===== config.mk =====
export PLATFORM = sky130hd
export DESIGN_NAME = pxc_regs
export DESIGN_NICKNAME = d
export VERILOG_FILES = /design/src/pxc_pkg.sv /design/src/pxc_regs.sv
export VERILOG_INCLUDE_DIRS = /design/src
export SDC_FILE = /design/constraint.sdc
export NUM_CORES = 1
export LEC_CHECK = 0
export ABC_AREA = 0
export BUFFER_PORTS_ARGS = -buffer_cell sky130_fd_sc_hd__buf_2
export CAP_MARGIN = 25
export CORE_MARGIN = 4
export CORE_UTILIZATION = 33
export CTS_CLUSTER_SIZE = 10
export DETAILED_ROUTE_END_ITERATION = 6
export MAX_ROUTING_LAYER = met4
export PLACE_DENSITY = 0.47
export RECOVER_POWER = 100
export SYNTH_ARGS = -nofsm -noshare
export SYNTH_HDL_FRONTEND = slang
export SYNTH_SLANG_ARGS = --single-unit

===== constraint.sdc =====
create_clock -name CLK_SYS -period 2 [get_ports CLK_SYS]
set_input_delay 0.1 -clock CLK_SYS [delete_from_list [all_inputs] [get_ports CLK_SYS]]
set_output_delay 0.1 -clock CLK_SYS [all_outputs]
set_load 0.02 [all_outputs]

===== src/pxc_regs_map.svh =====
// register offsets, field positions, reset values and timing constants
`ifndef PXC_REGS_MAP_SVH
`define PXC_REGS_MAP_SVH

// ---------------------------------------------------------------
// management frame layout
// ---------------------------------------------------------------
`define PXC_PREAMBLE_ONES 6'h20
`define PXC_HDR_BITS 4'hd
`define PXC_DATA_LAST 4'hf
`define PXC_OP_READ 2'h2
`define PXC_OP_WRITE 2'h1

// ---------------------------------------------------------------
// direct register addresses
// ---------------------------------------------------------------
`define PXC_ADDR_ERR_TALLY 5'h15
`define PXC_ADDR_INDEX 5'h1e
`define PXC_ADDR_WINDOW 5'h1f

// ---------------------------------------------------------------
// extended register indices
// ---------------------------------------------------------------
`define PXC_EXT_TEN_PWR 16'h200a
`define PXC_EXT_COMBO 16'h4000
`define PXC_EXT_PAD 16'h4001
`define PXC_EXT_COMBO2 16'h4003
`define PXC_EXT_ADDR_HIGH 16'h4004
`define PXC_EXT_ADDR_MID 16'h4005
`define PXC_EXT_ADDR_LOW 16'h4006

// ---------------------------------------------------------------
// reset values and the error tally saturation value
// ---------------------------------------------------------------
`define PXC_RST_ZERO 16'h0000
`define PXC_RST_TEN_PWR 16'hca02
`define PXC_RST_COMBO 16'h0000
`define PXC_RST_PAD 16'h80ef
`define PXC_RST_COMBO2 16'h0260
`define PXC_TALLY_MAX 16'hffff

// ---------------------------------------------------------------
// field positions
// ---------------------------------------------------------------
`define PXC_BIT_IDLE_DAC 10
`define PXC_BIT_REMOTE_LOOP 11
`define PXC_BIT_JUMBO 5
`define PXC_BIT_VALID_SRC 4
`define PXC_BIT_WAKE_ON 2
`define PXC_BIT_REDUCED 1
`define PXC_BIT_CLK_SEL 0
`define PXC_BIT_IRQ_SRC 15
`define PXC_BIT_JITTER 14
`define PXC_BIT_SHAPE_PULSE 7
`define PXC_BIT_SHAPE_HI 9
`define PXC_BIT_SHAPE_LO 8
`define PXC_BIT_ISO_TX 6
`define PXC_BIT_ISO_RX 5

// ---------------------------------------------------------------
// timing
// ---------------------------------------------------------------
`define PXC_CLK_PERIOD_NS 25
`define PXC_PULSE_10US_NS 10000
`define PXC_PULSE_100US_NS 100000
`define PXC_PULSE_1MS_NS 1000000
`define PXC_PULSE_10MS_NS 10000000

`endif


===== src/pxc_pkg.sv =====
// types shared by the extended configuration register block
package pxc_pkg;
  // management frame receiver states, one-hot
  typedef enum logic [3:0] {
    PXC_IDLE = 4'h1,
    PXC_HDR = 4'h2,
    PXC_TURN = 4'h4,
    PXC_DATA = 4'h8
  } pxc_state_type;

  // serial interface mode as seen by the mac pins
  typedef enum logic [1:0] {
    PXC_MODE_MII = 2'h0,
    PXC_MODE_REDUCED_VARIANT_E = 2'h1,
    PXC_MODE_REDUCED_VARIANT_TWO = 2'h2,
    PXC_MODE_REDUCED_VARIANT_ONE = 2'h3
  } pxc_mac_mode_type;
endpackage : pxc_pkg


===== src/pxc_regs.sv =====
// management register logic with indirect extended space
// Operation
// - error tally counts symbol errors and saturates at all ones
// - address 0x1e holds extended index, resets to zero
// - address 0x1f carries data of extended register selected by index
// - idle dac shutoff bit powers dac down in 10 mb idle
// - combo bit 11 enables remote loopback, resets zero
// - combo bit 5 allows 18 kb frames, else 4.5 kb
// - combo bit 4 picks rx valid or carrier valid for crs_dv pin
// - combo bit 2 enables wake detection, resets zero
// - combo bit 0 resets from strap; 1 clocks input, 0 output
// - combo bits 1:0 pick mii or one of three reduced modes
// - with strap set led0 carries general or wake interrupt per bit 15
// - shape field bit 7 makes wake interrupt pulse or level
// - shape bits 9:8 set pulse width 10us 100us 1ms 10ms
// - while isolated bit 6 forces tx clock pin to input
// - while isolated bit 5 forces rx clock pin to input
// - combo2 bit 14 routes dac clock onto rx clock output
// - station address 47:32 from extended register 0x4004
// - station address 31:16 from extended register 0x4005
// - station address 15:0 from extended register 0x4006
`timescale 1ns/1ps
`include "pxc_regs_map.svh"
module pxc_regs #(
  parameter logic [4:0] PHY_ADDR = 5'h01,
  parameter int PULSE_1MS_CYCLES = `PXC_PULSE_1MS_NS / `PXC_CLK_PERIOD_NS,
  parameter int PULSE_10MS_CYCLES = `PXC_PULSE_10MS_NS / `PXC_CLK_PERIOD_NS
) (
  // clock and reset
  input wire logic CLK_SYS,
  input wire logic RST,
  // serial management pins
  input wire logic MDC,
  input wire logic MDIO_IN,
  output logic MDIO_OUT,
  output logic MDIO_OE_N,
  // power-on straps
  input wire logic CLK_SEL_STRAP,
  input wire logic RECEIVE_DATA_ONE_STRAP_STRAP,
  // events and status from the transceiver core
  input wire logic RX_ERR_EVENT,
  input wire logic TEN_MEG_MODE,
  input wire logic TX_ACTIVE,
  input wire logic ISOLATE,
  input wire logic RX_DV_IN,
  input wire logic CRS_DV_IN,
  input wire logic GENERAL_IRQ,
  input wire logic WAKE_EVENT,
  input wire logic WAKE_IRQ_CLEAR,
  input wire logic LED0_STATUS,
  // controls to the transceiver core
  output logic DAC_POWER_ON,
  output logic REMOTE_LOOPBACK,
  output logic JUMBO_ENABLE,
  output logic CRS_DV_PIN,
  output logic WAKE_DETECT_ON,
  output pxc_pkg::pxc_mac_mode_type MAC_MODE,
  output logic TXC_IS_INPUT,
  output logic RXC_IS_INPUT,
  output logic RXC_FROM_DAC,
  output logic WAKE_IRQ,
  output logic LED0_PIN,
  output logic [47:0] WAKE_STATION_ADDR
);
  import pxc_pkg::*;
  localparam int PULSE_10US_CYCLES = `PXC_PULSE_10US_NS / `PXC_CLK_PERIOD_NS;
  localparam int PULSE_100US_CYCLES = `PXC_PULSE_100US_NS / `PXC_CLK_PERIOD_NS;
  // -------------------------------------------------------------
  // register storage
  // -------------------------------------------------------------
  logic [15:0] receive_error_tally;
  logic [15:0] indirect_index;
  logic [15:0] ten_meg_power_control;
  logic [15:0] interface_combo_control;
  logic [15:0] pad_control;
  logic [15:0] interface_combo_control_two;
  logic [15:0] wake_station_addr_high;
  logic [15:0] wake_station_addr_mid;
  logic [15:0] wake_station_addr_low;
  // frame receiver state
  pxc_state_type state;
  logic mdc_prev;
  logic mdc_rise;
  logic [5:0] ones;
  logic [3:0] cnt;
  logic [15:0] shreg;
  logic [4:0] reg_addr;
  logic is_read;
  logic [15:0] rd_data;
  logic wr_strobe;
  logic rd_strobe;
  logic [15:0] wr_data;
  logic strap_pending;
  logic receive_data_one_strap_latched;
  logic [19:0] pulse_cnt;
  logic wake_level;
  logic wake_irq_now;
  // extended register read mux
  function automatic logic [15:0] ext_read(input logic [15:0] idx,
      input logic [15:0] pwr, input logic [15:0] cmb,
      input logic [15:0] pad, input logic [15:0] cmb2,
      input logic [15:0] ah, input logic [15:0] am, input logic [15:0] al);
    logic [15:0] v;
    v = `PXC_RST_ZERO;
    case (idx)
      `PXC_EXT_TEN_PWR: v = pwr;
      `PXC_EXT_COMBO: v = cmb;
      `PXC_EXT_PAD: v = pad;
      `PXC_EXT_COMBO2: v = cmb2;
      `PXC_EXT_ADDR_HIGH: v = ah;
      `PXC_EXT_ADDR_MID: v = am;
      `PXC_EXT_ADDR_LOW: v = al;
      default: v = `PXC_RST_ZERO;
    endcase
    return v;
  endfunction : ext_read
  // pulse width lookup from the shape field
  function automatic logic [19:0] pulse_width(input logic [1:0] sel);
    logic [19:0] w;
    w = 20'(PULSE_10US_CYCLES);
    case (sel)
      2'h0: w = 20'(PULSE_10US_CYCLES);
      2'h1: w = 20'(PULSE_100US_CYCLES);
      2'h2: w = 20'(PULSE_1MS_CYCLES);
      2'h3: w = 20'(PULSE_10MS_CYCLES);
      default: w = 20'(PULSE_10US_CYCLES);
    endcase
    return w;
  endfunction : pulse_width
  // -------------------------------------------------------------
  // management frame receiver
  // -------------------------------------------------------------
  // mdc edge detect on the synchronous pin sample
  always_ff @(posedge CLK_SYS) begin
    if (RST) begin
      mdc_prev <= 1'b0;
    end else begin
      mdc_prev <= MDC;
    end
  end
  assign mdc_rise = MDC & ~mdc_prev;
  // frame sequencer: preamble, header, turnaround, data
  always_ff @(posedge CLK_SYS) begin
    if (RST) begin
      state <= PXC_IDLE;
      ones <= 6'h00;
      cnt <= 4'h0;
      shreg <= 16'h0000;
      reg_addr <= 5'h00;
      is_read <= 1'b0;
      rd_data <= 16'h0000;
      wr_strobe <= 1'b0;
      rd_strobe <= 1'b0;
      wr_data <= 16'h0000;
      MDIO_OUT <= 1'b1;
      MDIO_OE_N <= 1'b1;
    end else begin
      wr_strobe <= 1'b0;
      rd_strobe <= 1'b0;
      if (mdc_rise) begin
        unique case (state)
          PXC_IDLE: begin
            if (MDIO_IN) begin
              if (ones != `PXC_PREAMBLE_ONES) ones <= ones + 6'h01;
            end else begin
              if (ones == `PXC_PREAMBLE_ONES) begin
                state <= PXC_HDR;
                cnt <= 4'h0;
              end
              ones <= 6'h00;
            end
          end
          PXC_HDR: begin
            shreg <= {shreg[14:0], MDIO_IN};
            cnt <= cnt + 4'h1;
            if (cnt == `PXC_HDR_BITS - 4'h1) begin
              // shreg[11] start bit 1, [10:9] op, [8:4] phy, [3:0]+in reg
              reg_addr <= {shreg[3:0], MDIO_IN};
              is_read <= (shreg[10:9] == `PXC_OP_READ);
              cnt <= 4'h0;
              // a bad start, phy address or op drops back to the hunt
              state <= (shreg[11] && shreg[8:4] == PHY_ADDR &&
                  (shreg[10:9] == `PXC_OP_READ ||
                   shreg[10:9] == `PXC_OP_WRITE)) ? PXC_TURN : PXC_IDLE;
            end
          end
          PXC_TURN: begin
            cnt <= cnt + 4'h1;
            if (cnt == 4'h0) begin
              if (is_read) begin
                rd_strobe <= 1'b1; // latch and clear-on-read
                MDIO_OE_N <= 1'b0;
                MDIO_OUT <= 1'b0;
              end
            end else begin
              state <= PXC_DATA;
              cnt <= 4'h0;
              if (is_read) MDIO_OUT <= rd_data[15];
            end
          end
          PXC_DATA: begin
            cnt <= cnt + 4'h1;
            shreg <= {shreg[14:0], MDIO_IN};
            if (is_read && cnt != `PXC_DATA_LAST) begin
              MDIO_OUT <= rd_data[4'(`PXC_DATA_LAST - 4'h1 - cnt)];
            end
            if (cnt == `PXC_DATA_LAST) begin
              state <= PXC_IDLE;
              MDIO_OE_N <= 1'b1;
              MDIO_OUT <= 1'b1;
              if (!is_read) begin
                wr_strobe <= 1'b1;
                wr_data <= {shreg[14:0], MDIO_IN};
              end
            end
          end
        endcase
      end
      // read data captured the cycle after the strobe's request
      if (rd_strobe) begin
        unique case (reg_addr)
          `PXC_ADDR_ERR_TALLY: rd_data <= receive_error_tally;
          `PXC_ADDR_INDEX: rd_data <= indirect_index;
          `PXC_ADDR_WINDOW: rd_data <= ext_read(indirect_index,
              ten_meg_power_control, interface_combo_control, pad_control,
              interface_combo_control_two, wake_station_addr_high,
              wake_station_addr_mid, wake_station_addr_low);
          default: rd_data <= 16'h0000;
        endcase
      end
    end
  end
  // -------------------------------------------------------------
  // register writes
  // -------------------------------------------------------------
  // saturating tally; an error on the clearing read is kept
  always_ff @(posedge CLK_SYS) begin
    if (RST) begin
      receive_error_tally <= `PXC_RST_ZERO;
    end else if (rd_strobe && reg_addr == `PXC_ADDR_ERR_TALLY) begin
      receive_error_tally <= {15'h0000, RX_ERR_EVENT};
    end else if (RX_ERR_EVENT && receive_error_tally != `PXC_TALLY_MAX) begin
      receive_error_tally <= receive_error_tally + 16'h0001;
    end
  end
  // indirect index register
  always_ff @(posedge CLK_SYS) begin
    if (RST) begin
      indirect_index <= `PXC_RST_ZERO;
    end else if (wr_strobe && reg_addr == `PXC_ADDR_INDEX) begin
      indirect_index <= wr_data;
    end
  end
  // extended registers written through the window
  always_ff @(posedge CLK_SYS) begin
    if (RST) begin
      ten_meg_power_control <= `PXC_RST_TEN_PWR;
      interface_combo_control <= `PXC_RST_COMBO;
      pad_control <= `PXC_RST_PAD;
      interface_combo_control_two <= `PXC_RST_COMBO2;
      wake_station_addr_high <= `PXC_RST_ZERO;
      wake_station_addr_mid <= `PXC_RST_ZERO;
      wake_station_addr_low <= `PXC_RST_ZERO;
      strap_pending <= 1'b1;
      receive_data_one_strap_latched <= 1'b0;
    end else begin
      if (strap_pending) begin
        // straps caught on the first cycle after reset release
        interface_combo_control[`PXC_BIT_CLK_SEL] <= CLK_SEL_STRAP;
        receive_data_one_strap_latched <= RECEIVE_DATA_ONE_STRAP_STRAP;
        strap_pending <= 1'b0;
      end else if (wr_strobe && reg_addr == `PXC_ADDR_WINDOW) begin
        unique case (indirect_index)
          `PXC_EXT_TEN_PWR: ten_meg_power_control <= wr_data;
          `PXC_EXT_COMBO: interface_combo_control <= wr_data;
          `PXC_EXT_PAD: pad_control <= wr_data;
          `PXC_EXT_COMBO2: interface_combo_control_two <= wr_data;
          `PXC_EXT_ADDR_HIGH: wake_station_addr_high <= wr_data;
          `PXC_EXT_ADDR_MID: wake_station_addr_mid <= wr_data;
          `PXC_EXT_ADDR_LOW: wake_station_addr_low <= wr_data;
          default: ;
        endcase
      end
    end
  end
  // -------------------------------------------------------------
  // control outputs
  // -------------------------------------------------------------
  // static controls decoded from the extended registers
  always_ff @(posedge CLK_SYS) begin
    if (RST) begin
      DAC_POWER_ON <= 1'b1;
      REMOTE_LOOPBACK <= 1'b0;
      JUMBO_ENABLE <= 1'b0;
      CRS_DV_PIN <= 1'b0;
      WAKE_DETECT_ON <= 1'b0;
      MAC_MODE <= PXC_MODE_MII;
      TXC_IS_INPUT <= 1'b0;
      RXC_IS_INPUT <= 1'b0;
      RXC_FROM_DAC <= 1'b0;
      WAKE_STATION_ADDR <= 48'h000000000000;
    end else begin
      DAC_POWER_ON <= !(ten_meg_power_control[`PXC_BIT_IDLE_DAC] &&
                        TEN_MEG_MODE && !TX_ACTIVE);
      REMOTE_LOOPBACK <=
          interface_combo_control[`PXC_BIT_REMOTE_LOOP];
      JUMBO_ENABLE <= interface_combo_control[`PXC_BIT_JUMBO];
      CRS_DV_PIN <= interface_combo_control[`PXC_BIT_VALID_SRC] ?
                    RX_DV_IN : CRS_DV_IN;
      WAKE_DETECT_ON <= interface_combo_control[`PXC_BIT_WAKE_ON];
      MAC_MODE <= pxc_mac_mode_type'(
          {interface_combo_control[`PXC_BIT_REDUCED],
           interface_combo_control[`PXC_BIT_CLK_SEL]});
      // isolation can force a clock pin to input, else keep its direction
      TXC_IS_INPUT <= interface_combo_control[`PXC_BIT_CLK_SEL] ||
          (ISOLATE &&
           interface_combo_control_two[`PXC_BIT_ISO_TX]);
      RXC_IS_INPUT <= interface_combo_control[`PXC_BIT_CLK_SEL] ||
          (ISOLATE &&
           interface_combo_control_two[`PXC_BIT_ISO_RX]);
      RXC_FROM_DAC <= interface_combo_control_two[`PXC_BIT_JITTER];
      WAKE_STATION_ADDR <= {wake_station_addr_high,
                            wake_station_addr_mid,
                            wake_station_addr_low};
    end
  end
  // -------------------------------------------------------------
  // wake interrupt shaping and led0 routing
  // -------------------------------------------------------------
  // pulse counter and sticky level; a new event wins over the clear
  always_ff @(posedge CLK_SYS) begin
    if (RST) begin
      pulse_cnt <= 20'h00000;
      wake_level <= 1'b0;
    end else begin
      if (WAKE_EVENT) begin
        pulse_cnt <= pulse_width(interface_combo_control_two[
            `PXC_BIT_SHAPE_HI:`PXC_BIT_SHAPE_LO]);
      end else if (pulse_cnt != 20'h00000) begin
        pulse_cnt <= pulse_cnt - 20'h00001;
      end
      if (WAKE_EVENT) wake_level <= 1'b1;
      else if (WAKE_IRQ_CLEAR) wake_level <= 1'b0;
    end
  end
  assign wake_irq_now = interface_combo_control_two[`PXC_BIT_SHAPE_PULSE] ?
      (pulse_cnt != 20'h00000) : wake_level;
  // wake interrupt and led0 pin drive
  always_ff @(posedge CLK_SYS) begin
    if (RST) begin
      WAKE_IRQ <= 1'b0;
      LED0_PIN <= 1'b0;
    end else begin
      WAKE_IRQ <= wake_irq_now;
      if (receive_data_one_strap_latched) begin
        LED0_PIN <= pad_control[`PXC_BIT_IRQ_SRC] ?
                    GENERAL_IRQ : wake_irq_now;
      end else begin
        LED0_PIN <= LED0_STATUS;
      end
    end
  end
endmodule : pxc_regs


; Word-level counts from Yosys, hierarchy flattened
; Cells that the tools add are included.
; Widths: inputs -> output; s select.
[word_totals]
output_inout_bits = 62
regBits = 299
inputBits = 16
[op_classes]
bitwise = 9
addsub = 5
eq_ne = 35
n_lt_le_gt_ge = 1
reduce_logical = 45
mux = 44
[ops]
columns = op, count
row1 = $pmux 16 s7, 1
row2 = $eq 16x15->1 const B, 6
row3 = $pmux 20 s4, 1
row4 = $pmux 16 s3, 1
row5 = $mux 20, 2
row6 = $mux 4, 9
row7 = $pmux 4 s4, 2
row8 = $reduce_and 3->1, 10
row9 = $mux 1, 22
row10 = $reduce_bool 20->1, 1
row11 = $sub 20x1->20 const B, 1
row12 = $add 16x1->16 const B, 1
row13 = $eq 16x14->1 const B, 1
row14 = $ne 16x16->1 const B, 1
row15 = $eq 5x5->1 const B, 3
row16 = $ne 2x2->1 const B, 7
row17 = $eq 4x4->1 const B, 3
row18 = $mux 6, 2
row19 = $reduce_bool 2->1, 6
row20 = $logic_and 1x1->1, 11
row21 = $not 1->1, 8
row22 = $reduce_and 4->1, 2
row23 = $reduce_or 4->1, 2
row24 = $add 6x1->6 const B, 1
row25 = other kinds (26), 35

; Logic depth before layout (Yosys ltp)
[depth]
depth_word = 6
depth_mapped = 8
mapped_depth_nobuf = 7

; Worst setup path after synthesis
; Ideal clock, no wire load.
[synth_timing]
path_kind = reg2reg
start = register cnt[0]
end = register MDIO_OUT
stages_incl_launch_ff = 8
n_path_buf = 1
setup_slack_ns = -0.137
t_arrival_ns = 2.012
setup_ns = 0.125
synth_period_minus_slack_ns = 2.137
t_required_ns = 1.875
cell_sequence = dfxtp_1 > clkbuf_1 > inv_1 > ha_1 > mux4_2 > mux2_2 > o2bb2ai_1 > o21ai_0
[synth_via]
elab_chain_len = 6
word_cells_on_any_way = 13
cone_classes = add/sub (1) / eq/ne (3) / mux (6) / reduce/logical (3)
[synth_lines]
columns = item, line
row1 = "start, declared", pxc_regs.sv:85  ; logic [3:0] cnt;
row2 = "start signal, assigned", pxc_regs.sv:175  ; cnt <= cnt + 4'h1;
row3 = "start signal, assigned", pxc_regs.sv:188  ; cnt <= cnt + 4'h1;
row4 = "start signal, assigned", pxc_regs.sv:202  ; cnt <= cnt + 4'h1;
row5 = $sub 4x4->4 (no line), n/a
row6 = $bmux 1 s4, pxc_regs.sv:205  ; MDIO_OUT <= rd_data[4'(`PXC_DATA_LAST - 4'h1 - cnt)];
row7 = $mux 1, pxc_regs.sv:205
row8 = $mux 1, pxc_regs.sv:204  ; if (is_read && cnt != `PXC_DATA_LAST) begin
row9 = $mux 1, pxc_regs.sv:207  ; if (cnt == `PXC_DATA_LAST) begin
row10 = $pmux 1 s2, pxc_regs.sv:161  ; unique case (state)
row11 = "end signal, assigned", pxc_regs.sv:198  ; if (is_read) MDIO_OUT <= rd_data[15];
row12 = "end signal, assigned", pxc_regs.sv:205
row13 = "end, declared", pxc_regs.sv:35  ; output logic MDIO_OUT,
; Parallel ways exist; a longest one is shown, timed or not. The select of a mux whose other input is x is not followed.
; A chain may end at the register's enable or synchronous reset.

; Worst setup path after layout
[layout_timing]
start = register indirect_index[7]
end = register rd_data[0]
[layout_via]
elab_chain_len = 3
word_cells_on_any_way = 9
cone_classes = eq/ne (7) / mux (2)
[layout_lines]
columns = item, line
row1 = "start, declared", pxc_regs.sv:72  ; logic [15:0] indirect_index;
row2 = "start signal, assigned", pxc_regs.sv:249  ; indirect_index <= `PXC_RST_ZERO;
row3 = "start signal, assigned", pxc_regs.sv:251  ; indirect_index <= wr_data;
row4 = $eq 16x15->1 or $eq 16x14->1 (tied branches), pxc_regs.sv:105  ; case (idx)
row5 = $pmux 16 s7 (*), pxc_regs.sv:105
row6 = $pmux 16 s3 (*), pxc_regs.sv:221  ; unique case (reg_addr)
row7 = "end signal, assigned", pxc_regs.sv:222  ; `PXC_ADDR_ERR_TALLY: rd_data <= receive_error_tally;
row8 = "end signal, assigned", pxc_regs.sv:223  ; `PXC_ADDR_INDEX: rd_data <= indirect_index;
row9 = "end signal, assigned", pxc_regs.sv:224  ; `PXC_ADDR_WINDOW: rd_data <= ext_read(indirect_index,
row10 = "end, declared", pxc_regs.sv:89  ; logic [15:0] rd_data;
; Mark *: on every way between the ends. The rest lies on a longest branch, timed or not.

==> summary.md <==
| Metric | Value |
|---|---|
| Synthesized area | ~13000 um^2 |
| Post-Route WL | 35900 um |
| Final Skew | roughly 17 ps |
| H-tree Lvls | 2 |
| CP arrival | 2510 ps |
| Post-layout min period | 2050 ps |
| Vias in the first global route | roughly 9500 |
| Final Instance Area | ~16000 um^2 |
| Clock root cell | clkbuf_16 |
| DR pass1 iterations | 5 |
| Seq pwr share | 0.476 |
| Min-delay worst type | in -> reg |
| Final Setup Violations | 41 |
| Starting DRT DRC Count | between 500 and 600 |
| Status | complete, but fails checks |
| Die Ht | just over 200 um |
| WS Path Type | reg -> reg |
| Post-Syn Instances | between 1000 and 1500 |
| Largest cells by area after synthesis | dfxtp_1, mux2i_1, nor2_1 |
| Row cnt | 71 |
| Largest net degree at the start of global routing | around 130 |
| Die ar. | approximately 41000 um^2 |
| Fillcell total | about 3800 |
| Post-DP Area | 14200 um^2 |
| Post-synth net total | around 1300 |
| ANT nets after route | 0 |
| Max-Cap Viols | 0 |
| Sw power | around 2.9 mW |
| Ant. Diodes | 0 |
| Initial antenna violation count | 0 |
| Vias/cell | approximately 5.0 |
| First-pass GRT wire length | approximately 55000 um |
| Nature of the critical path startpoint | flip-flop |
| Syn-to-layout area delta | 26.6% |
| Slowest stage delay, CP | ~600 ps |
| I/O pin total | between 70 and 80 |
| GR peak layer | met2 |
| Core Area | 37700 um^2 |
| Chip width | approximately 200 um |
| Post-synth ARST share | 0 |
| Bufs on Longest Clock Path | 3 |
| Worst-margin pin slew | 670 ps |
| Critical Path RT | between 2000 and 2500 ps |
| Seq cells post-synth | 299 |
| Yosys warns | 0 |
| M3 GR Usage | 0.0331 |
| Clock latency at the later pin of the worst-skew pair | 550 ps |
| M2 GR Usage | 0.267 |
| Critical Path Fanout Max | 6 |
| Fin crit share | 1.03 |
| Final Hold Viols | 0 |
| Post-synth top area share | 0.476 |
| Gr ovfl total | 0 |
| Commonest non-fill, non-tap cell in the layout | dfxtp_1 |
| Gr usage total | 0.172 |
| Logic pwr share | 0.048 |
| Post-layout power | roughly 13 mW |
| Share of total power in the clock network | 0.476 |
| Residual DRC | 0 |
| Max Slew Vio Count | 0 |
| Netlist cell types | 70 |
| Worst ir drop on vdd | slightly above 0.0005 V |
| Slew headroom | 0.553 |
| Clock-pin slew on the worst setup and hold paths | 50 ps |
| CTS Buf Count | 37 |
| Final Util | 0.423 |
| Most frequent cells in the layout | dfxtp_1, nor2_1, mux2i_1, nand2_1, buf_4 |
| Share of cells above drive strength 1 | 0.200 |
| Final std cells w/o fill | between 1500 and 2000 |
| Leading area contributor after synthesis | dfxtp_1 |
| Inst Count DP | 1908 |
| RSZ-0062 raised after global routing | true |
| Int Pwr | 9.84 mW |
| Pwr dens | ~800 nW/um^2 |
| Grt met1 use | 0.230 |
| Crit-path slowest cell | or4_4 |
| Sequential fraction of the synthesis area | 0.476 |
| Number of flops mapped to enable cells by yosys | 0 |
| Nets | 1499 |
| Detailed placer's ending HPWL | 24200 um |
| Routed wire per std cell | ~18 um |
| Mapped Avg Cell Area | a little under 10 um^2 |
| Pleak | about 5.8 nW |
| Buf+Inv Stages, Crit Path | 1 |
| Critical path, cell by cell | or4_4 -> and3b_1 -> o2111a_2 -> buf_6 -> nand2b_1 -> a221oi_2 |
| Net Sw Frac | 0.225 |
| Critical path's top delay family | simple AND/OR/NAND/NOR gates |
| Top_reg_cell synth | dfxtp_1 |
| Vias | roughly 10000 |
| Initial Util | 0.334 |
| TritonCTS clock tree | yes |
| Crit. End Element | flip-flop |
| Failing checks | setup timing |
| Slack of the critical path | -50.6 ps |
| GPL Wtd Cong | between 0.8 and 0.9 |
| CTS sink cnt | around 300 |
| Fmax | slightly below 0.5 GHz |
| I/O Buffers | 77 |
cells by family after synthesis:
logic type | synth area share
simple gates | 0.199
flops | 0.476
compound gates | 0.102
mux | 0.147
buf+inv | 0.0419
xor+xnor | 0.0230
fa+ha+maj | 0.0119
final cells by class:
class                   instances  area [um^2]  share of cell area
multi-input cells             883         6440               0.404
flip-flops and latches        299         5990               0.376
clock inverters                 5         80.1             0.00502
inverters                      21         78.8             0.00495
clock buffers                  46          981              0.0616
well taps                     511          639              0.0401
repair buffers                229         1720               0.108
final timing paths:
kind,start,endpoint,slack [ps],cells after the start
hold reg to reg,shreg[14],wr_data[15],450,2
setup reg to reg,indirect_index[7],rd_data[0],-50,6
setup / recovery,indirect_index[7],rd_data[0],-50,6
hold / removal,TX_ACTIVE,DAC_POWER_ON,300,4
power by group through the flow:
stage | combinational, mW | sequential (mW) | clock [mW]
finish | 0.606 | 6.05 | 6.05
floorplan | 0.323 | 6.19 | 0
global route | 0.663 | 6.05 | 6.51
detailed placement | 0.519 | 6.18 | 0
global placement | 0.521 | 6.18 | 0
CTS | 0.561 | 6.05 | 6.28
worst register-to-register path, delay by kind of cell, from the launching register on:
kind,cells,cell delay [ps]
simple gates,3,950
buf+inv,1,190
flops,1,310
compound gates,2,520
cells in the mapped netlist, types with 7 or more instances:
master	instances
a21oi_1	61
a221oi_1	16
a222oi_1	32
a22o_1	16
buf_2	7
buf_6	7
clkbuf_1	76
dfxtp_1	299
ha_1	12
inv_1	20
mux2i_1	136
mux4_2	20
nand2_1	121
nand2b_1	20
nand3_1	22
nand4_1	11
nor2_1	184
nor2b_1	60
nor3_1	14
nor4_1	7
o21ai_0	13
xnor2_1	22
xor2_1	11
flip-flops by register name, indices dropped and copies added, names as in the netlist, 16 cells and up:
| name | flops |
|---|---|
| pad_control | 16 |
| wake_station_addr_low | 16 |
| interface_combo_control | 16 |
| wake_station_addr_high | 16 |
| wake_station_addr_mid | 16 |
| ten_meg_power_control | 16 |
| indirect_index | 16 |
| receive_error_tally | 16 |
| wr_data | 16 |
| rd_data | 16 |
| WAKE_STATION_ADDR | 48 |
| pulse_cnt | 20 |
| interface_combo_control_two | 16 |
metrics by stage:
stage / TNS [ps] / setup slack [ps] / hold WS [ps]
floorplan: -6.99 / -6.99 / 128
global placement: -1270 / -94.9 / 302
detailed placement: -2270 / -112 / 303
CTS: -755 / -32.3 / 267
global route: -8940 / -147 / 313
finish: -719 / -50.6 / 302
layer usage:
| layer | vias to the layer above | part of all wire |
|---|---|---|
| met5 | - | 0 |
| met3 | 55 | 0.045 |
| met1 | 4807 | 0.47 |
| met2 | 186 | 0.46 |
| met4 | 0 | 0.025 |
| li1 | 4937 | - |
what timing repair did:
item / 4_1_cts / 5_1_grt
pin swaps: 4 / 38
gates cloned: 1 / 3
setup endpoints to repair: 80 / 154
endpoints found under the hold margin: 26 / 0
hold buffers: 16 / 0
resized for setup: 25 / 71
setup buffers: 3 / 13
No activity file was read; power rests on OpenSTA's default activity.
